[src/verilog/csr_cfg.svh]
`ifndef CSR_CFG_SVH
`define CSR_CFG_SVH

// bus geometry
`define CSR_ADDR_W 8
`define CSR_DATA_W 32
`define CSR_BE_W 4

// register index of the cpu status/control byte and its byte address
`define CSR_IDX_STATUS 8'h06
`define CSR_ADDR_STATUS (`CSR_IDX_STATUS << 2)

// added registers, byte addresses
`define CSR_ADDR_IRQ_EN 8'h00
`define CSR_ADDR_IRQ_SRC 8'h04
`define CSR_ADDR_EVT_STAT 8'h08
`define CSR_ADDR_EVT_MASK 8'h0C
`define CSR_ADDR_STACK 8'h10

// status byte field positions
`define CSR_BIT_STACK_ROOM 5
`define CSR_BIT_GLOBAL_MASK 4
`define CSR_BIT_WDT_EXPIRY 3
`define CSR_BIT_POWERDOWN 2
`define CSR_BIT_POR 1
`define CSR_BIT_BOR 0
`define CSR_STAT_W 6
`define CSR_STAT_RST 6'h3D

// event status field positions
`define CSR_EVT_WDT_TIMEOUT 0
`define CSR_EVT_SLEEP 1
`define CSR_EVT_POR 2
`define CSR_EVT_BOR 3
`define CSR_EVT_STK_OVF 4
`define CSR_EVT_W 5
`define CSR_EVT_RST 5'h00

// interrupt sources and stack pointer
`define CSR_IRQ_N 8
`define CSR_IRQ_EN_RST 8'h00
`define CSR_SP_W 4
`define CSR_SP_FULL 4'hF

`endif

[src/verilog/csr_pkg.sv]
package csr_pkg;

	typedef enum logic [1:0] {
		CSR_BUS_IDLE = 2'b01,
		CSR_BUS_ACK = 2'b10
	} csr_bus_st_t;

	// one-cycle event pulses from the core and reset logic
	typedef struct packed {
		logic wdt_timeout;
		logic wdt_clear;
		logic sleep;
		logic por;
		logic bor;
		logic ext_rst;
		logic stk_ovf;
	} csr_evt_t;

	// status byte bits 5..0, msb first
	typedef struct packed {
		logic stack_room_flag;
		logic global_irq_mask;
		logic watchdog_expiry_flag;
		logic powerdown_flag;
		logic por_flag;
		logic brownout_reset_flag;
	} csr_stat_t;

endpackage : csr_pkg

[src/verilog/csr_top.sv]
// Added by the designer: the Avalon-MM interface to the registers.
`timescale 1ns/100ps
`include "csr_cfg.svh"

module csr_top
	import csr_pkg::*;
(
	input wire logic CLK, // core clock, 250 MHz
	input wire logic RST, // async reset, active high
	input wire logic [`CSR_ADDR_W-1:0] AVS_ADDRESS, // byte address
	input wire logic AVS_READ, // read request
	input wire logic AVS_WRITE, // write request
	input wire logic [`CSR_DATA_W-1:0] AVS_WRITEDATA, // write data
	input wire logic [`CSR_BE_W-1:0] AVS_BYTEENABLE, // byte lanes
	output logic [`CSR_DATA_W-1:0] AVS_READDATA, // read data
	output logic AVS_WAITREQUEST, // low for one cycle = done
	input wire csr_evt_t EVT, // one-cycle event pulses
	input wire logic [`CSR_SP_W-1:0] STACK_PTR, // core stack pointer
	input wire logic BOD_EN, // brown-out detect configured on
	input wire logic [`CSR_IRQ_N-1:0] IRQ_SRC, // pending sources
	output logic CORE_IRQ, // gated interrupt to the core
	output logic [7:0] STATUS_OUT, // status byte to the core
	output logic IRQ // event interrupt, level
);

	csr_bus_st_t bus_q;
	csr_bus_st_t bus_d;
	logic wait_q;
	logic wait_d;
	logic [`CSR_DATA_W-1:0] rdata_q;
	logic [`CSR_DATA_W-1:0] rdata_d;
	logic acc_rd;
	logic acc_wr;
	logic [7:0] rd_byte;

	csr_stat_t stat_q;
	csr_stat_t stat_d;
	logic [`CSR_IRQ_N-1:0] irq_en_q;
	logic [`CSR_IRQ_N-1:0] irq_en_d;
	logic [`CSR_EVT_W-1:0] evt_mask_q;
	logic [`CSR_EVT_W-1:0] evt_mask_d;
	logic [`CSR_EVT_W-1:0] evt_stat;
	logic [`CSR_EVT_W-1:0] evt_set;
	logic [`CSR_EVT_W-1:0] evt_clr;
	logic [7:0] status_d;
	logic irq_d;

	logic wr_lane0;
	logic wr_status;
	logic wr_irq_en;
	logic wr_evt_mask;
	logic rd_evt_stat;
	logic dev_rst;
	logic stack_hit;
	logic bor_hit;

	// ---------------- bus slave ----------------

	// single unbanked slot
	// unmapped offsets read zero and are still answered
	always_comb begin
		unique case (AVS_ADDRESS)
			`CSR_ADDR_STATUS: begin
				rd_byte = {2'b00, stat_q};
			end
			`CSR_ADDR_IRQ_EN: begin
				rd_byte = irq_en_q;
			end
			`CSR_ADDR_IRQ_SRC: begin
				rd_byte = IRQ_SRC;
			end
			`CSR_ADDR_EVT_STAT: begin
				rd_byte = {3'b000, evt_stat};
			end
			`CSR_ADDR_EVT_MASK: begin
				rd_byte = {3'b000, evt_mask_q};
			end
			`CSR_ADDR_STACK: begin
				rd_byte = {4'h0, STACK_PTR};
			end
			default: begin
				rd_byte = 8'h00;
			end
		endcase
	end

	// the ack state keeps a request that is still held from being taken
	// twice; waitrequest drops for exactly one cycle per access
	always_comb begin
		bus_d = bus_q;
		wait_d = 1'b1;
		rdata_d = rdata_q;
		acc_rd = 1'b0;
		acc_wr = 1'b0;
		unique case (bus_q)
			CSR_BUS_IDLE: begin
				if (AVS_READ || AVS_WRITE) begin
					bus_d = CSR_BUS_ACK;
					wait_d = 1'b0;
					acc_rd = AVS_READ;
					acc_wr = AVS_WRITE & ~AVS_READ;
					// read data is the byte as it stood before this edge
					if (AVS_READ) begin
						rdata_d = {24'h000000, rd_byte};
					end
				end
			end
			CSR_BUS_ACK: begin
				bus_d = CSR_BUS_IDLE;
			end
			default: begin
				bus_d = CSR_BUS_IDLE;
			end
		endcase
	end

	always_ff @(posedge CLK or posedge RST) begin
		if (RST) begin
			bus_q <= CSR_BUS_IDLE;
			wait_q <= 1'b1;
			rdata_q <= 32'h00000000;
		end else begin
			bus_q <= bus_d;
			wait_q <= wait_d;
			rdata_q <= rdata_d;
		end
	end

	// both straight from flops; read data holds until the next read
	assign AVS_WAITREQUEST = wait_q;
	assign AVS_READDATA = rdata_q;

	// ---------------- decode ----------------

	always_comb begin
		// every register lives in byte lane 0
		wr_lane0 = acc_wr & AVS_BYTEENABLE[0];
		wr_status = wr_lane0 & (AVS_ADDRESS == `CSR_ADDR_STATUS);
		wr_irq_en = wr_lane0 & (AVS_ADDRESS == `CSR_ADDR_IRQ_EN);
		wr_evt_mask = wr_lane0 & (AVS_ADDRESS == `CSR_ADDR_EVT_MASK);
		rd_evt_stat = acc_rd & (AVS_ADDRESS == `CSR_ADDR_EVT_STAT);
		// any reset source restores stack room and the mask
		dev_rst = EVT.por | EVT.bor | EVT.ext_rst;
		stack_hit = (STACK_PTR == `CSR_SP_FULL) | EVT.stk_ovf;
		// brown-out with detection off leaves bit 0 and events alone
		bor_hit = EVT.bor & BOD_EN;
	end

	// ---------------- status byte ----------------

	// later assignments win: write, then events, then reset sources
	always_comb begin
		stat_d = stat_q;
		// only mask, por and bor are writable
		if (wr_status) begin
			stat_d.global_irq_mask = AVS_WRITEDATA[`CSR_BIT_GLOBAL_MASK];
			stat_d.por_flag = AVS_WRITEDATA[`CSR_BIT_POR];
			stat_d.brownout_reset_flag = AVS_WRITEDATA[`CSR_BIT_BOR];
		end
		// events act on the next edge
		if (EVT.wdt_clear || EVT.sleep) begin
			stat_d.watchdog_expiry_flag = 1'b1;
		end
		if (EVT.wdt_timeout) begin
			stat_d.watchdog_expiry_flag = 1'b0;
		end
		if (EVT.wdt_clear) begin
			stat_d.powerdown_flag = 1'b1;
		end
		if (EVT.sleep) begin
			stat_d.powerdown_flag = 1'b0;
		end
		// only a device reset restores room
		if (dev_rst) begin
			stat_d.stack_room_flag = 1'b1;
			stat_d.global_irq_mask = 1'b1;
		end else if (stack_hit) begin
			stat_d.stack_room_flag = 1'b0;
		end
		if (EVT.por) begin
			stat_d = csr_stat_t'(`CSR_STAT_RST);
		end
		// bit left alone when detection off
		if (bor_hit) begin
			stat_d.brownout_reset_flag = 1'b0;
		end
	end

	// reset is the power-on value
	// an async reset counts as power-on, so the por bit reads 0
	always_ff @(posedge CLK or posedge RST) begin
		if (RST) begin
			stat_q <= csr_stat_t'(`CSR_STAT_RST);
		end else begin
			stat_q <= stat_d;
		end
	end

	// ---------------- enables and masks ----------------

	always_comb begin
		irq_en_d = irq_en_q;
		evt_mask_d = evt_mask_q;
		if (wr_irq_en) begin
			irq_en_d = AVS_WRITEDATA[`CSR_IRQ_N-1:0];
		end
		if (wr_evt_mask) begin
			evt_mask_d = AVS_WRITEDATA[`CSR_EVT_W-1:0];
		end
	end

	always_ff @(posedge CLK or posedge RST) begin
		if (RST) begin
			irq_en_q <= `CSR_IRQ_EN_RST;
			evt_mask_q <= `CSR_EVT_RST;
		end else begin
			irq_en_q <= irq_en_d;
			evt_mask_q <= evt_mask_d;
		end
	end

	// ---------------- event status, read to clear ----------------

	always_comb begin
		evt_set = '0;
		evt_set[`CSR_EVT_WDT_TIMEOUT] = EVT.wdt_timeout;
		evt_set[`CSR_EVT_SLEEP] = EVT.sleep;
		evt_set[`CSR_EVT_POR] = EVT.por;
		evt_set[`CSR_EVT_BOR] = bor_hit;
		// overflow event only as the room flag falls, not while full
		evt_set[`CSR_EVT_STK_OVF] = stack_hit & stat_q.stack_room_flag
			& ~dev_rst;
		// a read clears all bits; a set in the same cycle still wins
		evt_clr = {`CSR_EVT_W{rd_evt_stat}};
	end

	csr_sticky #(
		.W(`CSR_EVT_W)
	) u_evt (
		.clk(CLK),
		.rst(RST),
		.set(evt_set),
		.clr(evt_clr),
		.q(evt_stat)
	);

	// ---------------- outputs ----------------

	csr_irqgate #(
		.N(`CSR_IRQ_N)
	) u_gate (
		.clk(CLK),
		.rst(RST),
		.src(IRQ_SRC),
		.en(irq_en_q),
		.gmask(stat_q.global_irq_mask),
		.irq(CORE_IRQ)
	);

	always_comb begin
		// level request, one cycle behind the sticky bits
		irq_d = |(evt_stat & evt_mask_q);
		// mirrors the stored byte, so it matches stat_q after each edge
		// bits 7,6 driven zero
		status_d = {2'b00, stat_d};
	end

	always_ff @(posedge CLK or posedge RST) begin
		if (RST) begin
			IRQ <= 1'b0;
			STATUS_OUT <= {2'b00, `CSR_STAT_RST};
		end else begin
			IRQ <= irq_d;
			STATUS_OUT <= status_d;
		end
	end

endmodule : csr_top

[src/verilog/csr_sticky.sv]
`timescale 1ns/100ps
module csr_sticky #(
	parameter int W = 5
) (
	input wire logic clk, // core clock
	input wire logic rst, // async reset, active high
	input wire logic [W-1:0] set, // event pulses
	input wire logic [W-1:0] clr, // clear request
	output logic [W-1:0] q // sticky bits
);

	logic [W-1:0] q_d;

	// set beats a clear in the same cycle
	always_comb begin
		q_d = (q & ~clr) | set;
	end

	always_ff @(posedge clk or posedge rst) begin
		if (rst) begin
			q <= '0;
		end else begin
			q <= q_d;
		end
	end

endmodule : csr_sticky

[src/verilog/csr_irqgate.sv]
`timescale 1ns/100ps
module csr_irqgate #(
	parameter int N = 8
) (
	input wire logic clk, // core clock
	input wire logic rst, // async reset, active high
	input wire logic [N-1:0] src, // pending source flags
	input wire logic [N-1:0] en, // per-source enables
	input wire logic gmask, // 1 blocks everything
	output logic irq // registered request to core
);

	logic irq_d;

	always_comb begin
		irq_d = ~gmask & (|(src & en));
	end

	always_ff @(posedge clk or posedge rst) begin
		if (rst) begin
			irq <= 1'b0;
		end else begin
			irq <= irq_d;
		end
	end

endmodule : csr_irqgate

[config.mk]
export PLATFORM = sky130hd
export DESIGN_NAME = csr_top
export DESIGN_NICKNAME = d
export VERILOG_FILES = /design/src/verilog/csr_pkg.sv /design/src/verilog/csr_top.sv /design/src/verilog/csr_sticky.sv /design/src/verilog/csr_irqgate.sv
export VERILOG_INCLUDE_DIRS = /design/src /design/src/verilog
export SDC_FILE = /design/constraint.sdc
export NUM_CORES = 1
export LEC_CHECK = 0
export BUFFER_PORTS_ARGS = -buffer_cell sky130_fd_sc_hd__buf_4
export CAP_MARGIN = 10
export CORE_UTILIZATION = 48
export CTS_CLUSTER_DIAMETER = 80
export DETAILED_ROUTE_END_ITERATION = 12
export GPL_TIMING_DRIVEN = 0
export PLACE_DENSITY = 0.95
export SYNTH_ARGS = -nofsm -noshare
export SYNTH_HDL_FRONTEND = slang
export SYNTH_SLANG_ARGS = --single-unit
export TNS_END_PERCENT = 30
[constraint.sdc]
create_clock -name CLK -period 2.84 [get_ports CLK]
set_clock_uncertainty 0.2 [all_clocks]
set_input_delay 0.284 -clock CLK [delete_from_list [all_inputs] [get_ports CLK]]
set_output_delay 0.284 -clock CLK [all_outputs]
set_load 0.05 [all_outputs]
==> flow_summary.toml, run 1 <==
[outcome]
outcome = "complete, no violations"

[power_and_ir_drop]
power.ir.vdd_worst_v = 0.0003685
power.density_nw_per_um2 = 480.7
leakage_nw = 1.371

[hold_path]
hold_path.startpoint = "AVS_WRITEDATA[5]"
whs_endpoint = "irq_en_q[5]$_DFFE_PP0P_"
whs_path_depth = 2
holdCritPathClass = "in2reg"

[yosys]
yosysWarningCount = 0
synth_area_per_cell_um2 = 11.32
postSynth.topFlopCell = "sky130_fd_sc_hd__dfrtp_1"
synth_enable_flop_cells = 0
number_of_library_cell_types_mapped_by_synthesis = 39
ys_seq_area_frac = 0.4663
synth_area_um2 = 2004
postSynthCellCount = 177
async_flop_share = 1.000
synth-seq-cells = 37

[run]
drv.max_cap_violation_count = 0

[floorplanning]
num_rows = 23
floorplan.io_pins = 111
die_w_um = 66.62
coreArea_um2 = 4000
initial_core_util = 0.5011
die-area_um2 = 4438
vertical_extent_of_the_die_um = 66.62

[final_layout]
antennaDiodeCount = 0
final_util = 0.6938
post_route_cells_drive_above_1_share = 0.4489
area.growth.synth_to_final_pct = 38.45
instances_no_fill = 324
most_common_cell_after_layout_fill_and_taps_aside = "sky130_fd_sc_hd__buf_4"
nets = 341
most-common-layout-cells = "sky130_fd_sc_hd__buf_4, sky130_fd_sc_hd__dfrtp_1, sky130_fd_sc_hd__conb_1"

[grt]
grt_antenna_before_repair = 0
pin_count_of_the_biggest_net_entering_global_routing = 25
grt_overflow = 0
vias_in_the_first_global_route = 1650
grt_first_pass_wirelength_mm = 7.734
track_usage = 0.2424

[detailed_routing]
dr_pass1_iterations = 4
initialDrtViolationCount = 42
total_length_of_routed_wires_mm = 4.973
wl_per_cell_um = 15.35
route.detailed.vias_per_inst = 5.241
count_of_vias_placed_by_the_detailed_router = 1698
drt.antenna.violating_nets = 0
post-route-drc-count = 0

[worst_setup_path]
timing.critical_path.max_delay_family = "buffers and inverters"
worst-setup-path-type = "in2reg"
reg2reg_depth = 5
crit_path_end_kind = "flop"
crit_path_frequent_cell = "sky130_fd_sc_hd__dlygate4sd3_1"
cp_cell_sequence = "dlygate4sd3_1 > buf_4 > and4b_1 > nor2b_1 > a41oi_1 > a22oi_1 > dlygate4sd3_1"
worst_r2r_endpoint = "STATUS_OUT[0]$_DFFE_PP1P_"
worstSetupStartpointType = "primary input"
arrival_ns = 2.48
worstPathRequired_ns = 2.87
r2r_startpoint = "bus_q[0]$_DFFE_PP1P_"
max_stage_delay_ns = 0.58
worst-path-buf-inv = 3
library_cell_contributing_the_largest_single_delay_on_the_critical_path = "sky130_fd_sc_hd__dlygate4sd3_1"
critical_path.max_fanout = 3
reg2reg_setup_slack_ns = 0.48

[clock_network]
cts_setup_buffers = 0
number_of_buffers_between_clock_root_and_the_deepest_sink = 2
clock_latency_ns = 0.29
numClockSinks = 37
tritoncts = "yes"
cts_buffers = 5
cts_max_level = 2
cts-root-buf = "sky130_fd_sc_hd__clkbuf_8"
clk_transition_reported_paths_ns = 0.07

[placed_design]
preCtsSetupSlack_ns = 0.3921
finalWeightedCongestion = 0.8878
portBuffers = 55
dp_cells = 308
detailed_place_hpwl_mm = 3.759

[timing]
tightest_slew_ns = 0.5986
max_freq_mhz = 408.3
final.setup.worst_slack_ns = 0.3908
finalSetupViolations = 0
drv_slew = 0
timing.slew.headroom = 0.6005
fin_crit_sh = 0.8624
report.final.hold_viol_count = 0
timing.setup.tns_ns = 0
rsz0062_at_grt = "false"
finalCriticalPeriod_ns = 2.449
[per-layer routing]
metal  global-route usage  wire length (µm)  vias up
met1               0.2770              1877      809
met2               0.4205              2618       86
met3              0.05479               358       11
met5                    0                 0        -
li1                     -                 -      792
met4               0.1223               119        0
[flip-flops by register name, indices dropped and copies added (netlist names)]
| signal | count |
|---|---|
| AVS_READDATA | 8 |
| STATUS_OUT | 6 |
| irq_en_q | 8 |
| u_evt.q | 5 |
| u_gate.irq | 1 |
| bus_q | 2 |
| IRQ | 1 |
| evt_mask_q | 5 |
| AVS_WAITREQUEST | 1 |
[worst max-delay path by stage]
stage | startpoint | endpoint | slack [ns] | cells after the start
after floorplan | AVS_ADDRESS[0] | u_evt.q[3]$_DFF_PP0_ | 0.79 | 5
after global placement | AVS_ADDRESS[0] | u_evt.q[3]$_DFF_PP0_ | 0.39 | 6
after detailed placement | AVS_ADDRESS[0] | u_evt.q[3]$_DFF_PP0_ | 0.39 | 6
after CTS | AVS_ADDRESS[0] | STATUS_OUT[0]$_DFFE_PP1P_ | 0.45 | 7
after global routing | AVS_WRITE | STATUS_OUT[0]$_DFFE_PP1P_ | 0.29 | 7
final | AVS_WRITE | STATUS_OUT[0]$_DFFE_PP1P_ | 0.39 | 7
[cell families (layout without fill, tap and decap cells)]
group,after synthesis,count (layout),synth area share
and+or+nand+nor,39,39,0.1142
buffers and inverters,38,110,0.1217
AOI/OAI and AO/OA,37,37,0.1367
DFF,37,37,0.4663
muxes,25,25,0.1592
other,1,26,0.001871
[what timing repair did]
item	4_1_cts	5_1_grt
hold buffers	8	0
hold endpoints to repair	21	0
resized for setup	0	0
[worst register-to-register path: stages, from the launching register on]
cell and delay [ns]:
sky130_fd_sc_hd__dfstp_2 0.53, sky130_fd_sc_hd__and4b_1 0.25, sky130_fd_sc_hd__nor2b_1 0.34, sky130_fd_sc_hd__a41oi_1 0.21
sky130_fd_sc_hd__a22oi_1 0.20, sky130_fd_sc_hd__dlygate4sd3_1 0.58
[power breakdown]
group / switching [W] / internal (W) / leakage, nW / total [W]
clock network: 0.000183 / 0.000197 / 0.0445 / 0.000380
registers: 0.0000177 / 0.000571 / 0.465 / 0.000589
logic: 0.000230 / 0.000135 / 0.862 / 0.000365
[final cells by class]
cell class / count / area (µm²)
inverter: 5 / 18.77
fill: 310 / 1225
sequential: 37 / 934.6
multi-input combinational: 127 / 919.6
clock buffer: 7 / 86.33
timing repair buffer: 64 / 520.5
buffer: 33 / 225.2
clock inverter: 1 / 7.507
tap: 50 / 62.56
[through the flow]
| stage | hold WS, ns | total power (W) | instance area (µm²) |
|---|---|---|---|
| 3_5_place_dp | 0.1902 | 0.0009441 | 2601 |
| 4_1_cts | 0.01362 | 0.001342 | 2775 |
| 3_3_place_gp | 0.2478 | 0.0009306 | 2574 |
| 5_1_grt | 0.02410 | 0.001385 | 2775 |
| 6_report | 0.02310 | 0.001334 | 2775 |
| 2_1_floorplan | 0.1470 | 0.0008389 | 2098 |
[Yosys cell counts (all sizes together), types with 2 or more instances]
master / instances / share of area
mux4: 4 / 0.045
o21bai: 2 / 0.0075
a22o: 4 / 0.018
a21o: 3 / 0.013
inv: 5 / 0.0094
buf: 27 / 0.10
dfrtp: 30 / 0.37
nand2: 9 / 0.017
nor3: 6 / 0.021
nor2b: 2 / 0.0062
o21ai: 9 / 0.022
and2: 3 / 0.0094
a22oi: 7 / 0.026
nor2: 3 / 0.0056
o211ai: 3 / 0.011
nand3: 10 / 0.031
a41oi: 2 / 0.0087
mux2: 15 / 0.084
dfstp: 7 / 0.092
clkbuf: 6 / 0.011
mux2i: 6 / 0.030
(Power assumes the default switching activity.)
==> run 2, diff against run 1 <==
--- a/config.mk
+++ b/config.mk
@@ -11,7 +11,6 @@
 export CORE_UTILIZATION = 48
 export CTS_CLUSTER_DIAMETER = 80
 export DETAILED_ROUTE_END_ITERATION = 12
-export GPL_TIMING_DRIVEN = 0
 export PLACE_DENSITY = 0.95
 export SYNTH_ARGS = -nofsm -noshare
 export SYNTH_HDL_FRONTEND = slang
==> run 2 against run 1 <==
  * Maximum frequency up 1.1%
  * Register-to-register slack gained 0.03 ns
  * Total power rose by 4.1%
  * Utilization shrank 4.9 points
  * Count of clock-buffer cells in the layout decreased by 1
  * Sequential cell count unchanged
  * Non-clock buffer count is 30 lower
  * Die area did not move
  * Worst hold slack got worse by 0.0076 ns
  * Final area fell by 7.1%
==> flow_summary.toml, run 2 (synthesis results as in run 1) <==
[floorplanning]
floorplan.io_pins = 111
die-area_um2 = 4438
num_rows = 23
coreArea_um2 = 4000
vertical_extent_of_the_die_um = 66.62
die_w_um = 66.62
initial_core_util = 0.5011

[grt]
vias_in_the_first_global_route = 1547
grt_overflow = 0
track_usage = 0.2370
grt_first_pass_wirelength_mm = 7.403
pin_count_of_the_biggest_net_entering_global_routing = 23
grt_antenna_before_repair = 0

[timing]
finalCriticalPeriod_ns = 2.422
timing.setup.tns_ns = 0
finalSetupViolations = 0
tightest_slew_ns = 0.8301
max_freq_mhz = 412.9
drv_slew = 0
report.final.hold_viol_count = 0
final.hold.worst_slack_ns = 0.01553
rsz0062_at_grt = "false"
fin_crit_sh = 0.8528
final.setup.worst_slack_ns = 0.4179
timing.slew.headroom = 0.4460

[clock_network]
cts_buffers = 5
clock_latency_ns = 0.30
postCtsResizedCells = 0
number_of_buffers_between_clock_root_and_the_deepest_sink = 2
cts_max_level = 2
clk_transition_reported_paths_ns = 0.07
cts-root-buf = "sky130_fd_sc_hd__clkbuf_8"
tritoncts = "yes"
numClockSinks = 37

[detailed_routing]
count_of_vias_placed_by_the_detailed_router = 1601
initialDrtViolationCount = 84
post-route-drc-count = 0
dr_pass1_iterations = 4
total_length_of_routed_wires_mm = 4.714
drt.antenna.violating_nets = 0
wl_per_cell_um = 16.03
route.detailed.vias_per_inst = 5.446

[placed_design]
detailed_place_hpwl_mm = 3.641
finalWeightedCongestion = 0.8953
portBuffers = 57
preCtsSetupSlack_ns = 0.5417

[outcome]
outcome = "complete, no violations"

[worst_setup_path]
max_stage_delay_ns = 0.58
r2r_startpoint = "bus_q[0]$_DFFE_PP1P_"
reg2reg_setup_slack_ns = 0.51
worst_r2r_endpoint = "STATUS_OUT[0]$_DFFE_PP1P_"
arrival_ns = 2.46
critical_path.startpoint = "AVS_WRITE"
reg2reg_depth = 5
crit_path_end_kind = "flop"
crit_path_frequent_cell = "sky130_fd_sc_hd__dlygate4sd3_1"
worstSetupStartpointType = "primary input"
timing.critical_path.to = "STATUS_OUT[0]$_DFFE_PP1P_"
critical_path.max_fanout = 3
worstPathRequired_ns = 2.88
worst-setup-path-type = "in2reg"
library_cell_contributing_the_largest_single_delay_on_the_critical_path = "sky130_fd_sc_hd__dlygate4sd3_1"
cp_cell_sequence = "dlygate4sd3_1 > buf_4 > and4b_1 > nor2b_1 > a41oi_1 > a22oi_1 > dlygate4sd3_1"

[hold_path]
holdCritPathClass = "in2reg"

[power_and_ir_drop]
leakage_nw = 1.238
power.ir.vdd_worst_v = 0.0005253
power.density_nw_per_um2 = 538.7

[run]
drv.max_cap_violation_count = 0

[final_layout]
post_route_cells_drive_above_1_share = 0.4098
area.growth.synth_to_final_pct = 28.65
nets = 311
antennaDiodeCount = 0
most-common-layout-cells = "sky130_fd_sc_hd__buf_4, sky130_fd_sc_hd__dfrtp_1, sky130_fd_sc_hd__conb_1"
most_common_cell_after_layout_fill_and_taps_aside = "sky130_fd_sc_hd__buf_4"
run 2: how the worst min path moves through the flow:
stage / from / to / depth (start not counted)
6_report: AVS_READ / bus_q[0]$_DFFE_PP1P_ / 2
5_1_grt: AVS_READ / bus_q[0]$_DFFE_PP1P_ / 2
4_1_cts: AVS_READ / bus_q[0]$_DFFE_PP1P_ / 2
3_5_place_dp: EVT[6] / STATUS_OUT[3]$_DFF_PP1_ / 2
3_3_place_gp: EVT[6] / STATUS_OUT[3]$_DFF_PP1_ / 2
2_1_floorplan: EVT[4] / STATUS_OUT[2]$_DFF_PP1_ / 1
run 2: metal layers:
metal,vias up,GRT usage,wire length [µm]
li1,729,-,-
met1,769,0.2682,1798
met2,91,0.4066,2426
met3,12,0.05993,343
met4,0,0.1250,146
met5,-,0,0
run 2: power by group:
group | switching, W | internal (W) | total, W
registers | 0.0000157 | 0.000571 | 0.000587
logic | 0.000222 | 0.000107 | 0.000329
clock network | 0.000188 | 0.000285 | 0.000473
total | 0.000426 | 0.000963 | 0.00139
run 2: timing repair:
action                    4_1_cts  5_1_grt
hold endpoints to repair       22        0
hold buffers                    8        0
buffers inserted                0        0
run 2: critical path: cells and delay by family:
family | cells | cell delay, ns
AOI/OAI and AO/OA | 2 | 0.38
buffers and inverters | 3 | 1.21
and+or+nand+nor | 2 | 0.58
run 2: through the flow:
step / instance area (µm²) / cells / util / power, W
after floorplan: 2098 / 202 / - / 0.0008389
after global routing: 2579 / 294 / 0.6447 / 0.001446
after CTS: 2579 / 294 / 0.6447 / 0.001397
after global placement: 2379 / 278 / 0.5946 / 0.0009004
final: 2579 / 294 / 0.6447 / 0.001389
after detailed placement: 2379 / 278 / 0.5946 / 0.0009067
run 2: layout make-up:
| type | count | area (µm²) |
|---|---|---|
| clock buffer | 6 | 82.58 |
| inverter | 5 | 18.77 |
| clock inverter | 2 | 37.54 |
| multi-input combinational | 127 | 919.6 |
| fill | 330 | 1421 |
| timing repair buffer | 67 | 523.0 |
| sequential | 37 | 934.6 |
| tap | 50 | 62.56 |
==> run 3, diff against run 2 <==
--- a/config.mk
+++ b/config.mk
@@ -8,11 +8,12 @@
 export LEC_CHECK = 0
 export BUFFER_PORTS_ARGS = -buffer_cell sky130_fd_sc_hd__buf_4
 export CAP_MARGIN = 10
-export CORE_UTILIZATION = 48
+export CORE_UTILIZATION = 45
 export CTS_CLUSTER_DIAMETER = 80
 export DETAILED_ROUTE_END_ITERATION = 12
-export PLACE_DENSITY = 0.95
+export PLACE_DENSITY = 0.92
 export SYNTH_ARGS = -nofsm -noshare
 export SYNTH_HDL_FRONTEND = slang
+export SYNTH_HIERARCHICAL = 1
 export SYNTH_SLANG_ARGS = --single-unit
 export TNS_END_PERCENT = 30
==> run 3 against run 2 <==
  * Sequential cell count is the same
  * Wire length grew 0.45%
  * Sequential power is essentially flat
  * Clock power shrank 0.8%
  * Count of clock-buffer cells in the layout grew 1
  * Combinational power is essentially flat
  * Global-route usage shrank 2.4 points
  * Non-clock buffer count shrank 1
  * Total power shrank 0.50%
  * Critical endpoint is now irq_en_q[7]$_DFFE_PP0P_
  * Largest power group unchanged
==> flow_summary.toml, run 3 <==
[outcome]
outcome = "complete, no violations"

[worst_setup_path]
reg2reg_setup_slack_ns = 0.59
max_stage_delay_ns = 0.63
worstSetupStartpointType = "flop"
reg2reg_depth = 4
timing.critical_path.max_delay_family = "simple AND/OR/NAND/NOR gates"
r2r_startpoint = "bus_q[0]$_DFFE_PP1P_"
cp_cell_sequence = "nor2b_1 > nand4b_1 > or4b_4 > mux2_4"
worst-setup-path-type = "reg2reg"
arrival_ns = 2.22
crit_path_end_kind = "flop"
worstPathRequired_ns = 2.81
worst_r2r_endpoint = "irq_en_q[7]$_DFFE_PP0P_"
library_cell_contributing_the_largest_single_delay_on_the_critical_path = "sky130_fd_sc_hd__or4b_4"
worst-path-buf-inv = 0
critical_path.max_fanout = 8

[yosys]
synth_enable_flop_cells = 0
yosysWarningCount = 6
async_flop_share = 1.000
postSynth.topFlopCell = "sky130_fd_sc_hd__dfrtp_1"
synth_area_um2 = 2039
post-synth-top-area-cell = "sky130_fd_sc_hd__dfrtp_1"
synth.top_cells.by_count = "sky130_fd_sc_hd__dfrtp_1, sky130_fd_sc_hd__buf_4, sky130_fd_sc_hd__inv_1"
synth_top_family_by_area = "multiplexers"
synth-compound-area-share = 0.1239
synthTopCellsByArea = "sky130_fd_sc_hd__dfrtp_1, sky130_fd_sc_hd__buf_4, sky130_fd_sc_hd__dfstp_2"
ys_seq_area_frac = 0.4583
share_of_yosys_cell_area_claimed_by_the_top_area_cell_type = 0.3681
most_repeated_cell_in_the_gate_level_netlist_after_synthesis = "sky130_fd_sc_hd__dfrtp_1"
number_of_library_cell_types_mapped_by_synthesis = 42
post_synthesis_adder_cell_area_fraction = 0
synth_area_per_cell_um2 = 11.27
post_synth_xor_area_fraction = 0
synthSimpleGateAreaFrac = 0.1141
synth-seq-cells = 37
share_of_cell_area_taken_by_muxes_after_synthesis = 0.1748
postSynthCellCount = 181

[hold_path]
whs_endpoint = "STATUS_OUT[4]$_DFF_PP1_"
hold_path.startpoint = "EVT[1]"
holdCritPathClass = "in2reg"
whs_path_depth = 3

[timing]
report.final.hold_viol_count = 0
final.hold.worst_slack_ns = 0.01635
rsz0062_at_grt = "false"
finalSetupViolations = 0
timing.setup.tns_ns = 0
max_freq_mhz = 443.6
fin_crit_sh = 0.7937
drv_slew = 0
finalCriticalPeriod_ns = 2.254

[grt]
grt_overflow = 0
grt_first_pass_wirelength_mm = 7.741
vias_in_the_first_global_route = 1596
track_usage = 0.2130
grt_antenna_before_repair = 0
pin_count_of_the_biggest_net_entering_global_routing = 32

[power_and_ir_drop]
power.density_nw_per_um2 = 530.9
pwr-share-seq = 0.425
power_frac_clock = 0.339
switching_power_w = 0.0004189
power.ir.vdd_worst_v = 0.0002434
design_power_total_w = 0.001382
p_int_w = 0.0009633
leakage_nw = 1.269
comb_power_share = 0.236
power_switching_share = 0.3031

[clock_network]
number_of_buffers_between_clock_root_and_the_deepest_sink = 2
cts-root-buf = "sky130_fd_sc_hd__clkbuf_8"
postCtsResizedCells = 0
tritoncts = "yes"
clock_latency_ns = 0.29
cts_buffers = 5
cts_max_level = 2
clk_transition_reported_paths_ns = 0.07
numClockSinks = 37

[floorplanning]
vertical_extent_of_the_die_um = 69.32
coreArea_um2 = 4354
initial_core_util = 0.4684
die_w_um = 69.32
die-area_um2 = 4805
num_rows = 24
floorplan.io_pins = 111

[run]
drv.max_cap_violation_count = 0

[detailed_routing]
count_of_vias_placed_by_the_detailed_router = 1597
initialDrtViolationCount = 122
wl_per_cell_um = 15.73
total_length_of_routed_wires_mm = 4.735
dr_pass1_iterations = 4
route.detailed.vias_per_inst = 5.306
post-route-drc-count = 0
drt.antenna.violating_nets = 0

[placed_design]
dp_cells = 287
detailed_place_hpwl_mm = 3.571
portBuffers = 57
finalWeightedCongestion = 0.8133

[final_layout]
area.growth.synth_to_final_pct = 27.67
nFillCells = 369
antennaDiodeCount = 0
nets = 316
post_route_cells_drive_above_1_share = 0.3815
most-common-layout-cells = "sky130_fd_sc_hd__buf_4, sky130_fd_sc_hd__dfrtp_1, sky130_fd_sc_hd__conb_1"
most_common_cell_after_layout_fill_and_taps_aside = "sky130_fd_sc_hd__buf_4"
instances_no_fill = 301
==> run 3: area by class of cell <==
class                      instances  area, µm²  area share
tap                               52      65.06     0.02499
inverter                          10      37.54     0.01442
multi-input combinational        128      939.7      0.3609
timing repair buffer              66      510.5      0.1961
sequential                        37      934.6      0.3590
clock buffer                       7      86.33     0.03316
clock inverter                     1      30.03     0.01153
==> run 3: metal layers <==
| metal | vias up | part of all wire | track usage |
|---|---|---|---|
| met5 | - | 0 | 0 |
| met4 | 0 | 0.037 | 0.1224 |
| met3 | 17 | 0.063 | 0.06686 |
| met2 | 71 | 0.51 | 0.3528 |
| met1 | 770 | 0.39 | 0.2420 |
| li1 | 739 | - | - |
==> run 3: kinds of logic after synthesis <==
| family | Yosys count |
|---|---|
| buffers and inverters | 41 |
| AND/OR/NAND/NOR | 40 |
| flip-flops | 37 |
| AO/OA/AOI/OAI | 35 |
| multiplexers | 27 |
| other | 1 |
==> run 3: power groups by stage <==
stage               sequential, W  clock (W)  combinational (W)
floorplan                0.000646          0           0.000190
global placement         0.000595          0           0.000304
detailed placement       0.000598          0           0.000310
CTS                      0.000589   0.000476           0.000326
global route             0.000592   0.000501           0.000347
finish                   0.000588   0.000469           0.000326
==> run 3: repair_timing <==
action	in CTS	in global routing
buffers inserted	0	0
hold buffers	6	0
hold endpoints to repair	36	0
==> run 3: how the worst max path moves through the flow <==
stage	startpoint	end	slack [ns]	cells past startpoint
after CTS	bus_q[0]$_DFFE_PP1P_	irq_en_q[7]$_DFFE_PP0P_	0.60	4
after floorplan	AVS_ADDRESS[0]	irq_en_q[0]$_DFFE_PP0P_	0.50	5
final	bus_q[0]$_DFFE_PP1P_	irq_en_q[7]$_DFFE_PP0P_	0.59	4
after global placement	AVS_ADDRESS[0]	irq_en_q[7]$_DFFE_PP0P_	0.34	5
after detailed placement	AVS_ADDRESS[0]	irq_en_q[2]$_DFFE_PP0P_	0.33	5
after global routing	bus_q[0]$_DFFE_PP1P_	irq_en_q[7]$_DFFE_PP0P_	0.50	4
==> run 3: stage by stage <==
stage	worst slack [ns]	area (µm²)	utilization
4_1_cts	0.5960	2604	0.5980
5_1_grt	0.5038	2604	0.5980
2_1_floorplan	0.5010	2133	-
3_5_place_dp	0.3275	2427	0.5575
3_3_place_gp	0.3418	2427	0.5575
6_report	0.5858	2604	0.5980
==> run 3: worst register-to-register path, delay by kind of cell (launching register included) <==
family           cells  cell delay (ns)
and+or+nand+nor      3             1.07
DFF                  1             0.53
muxes                1             0.34
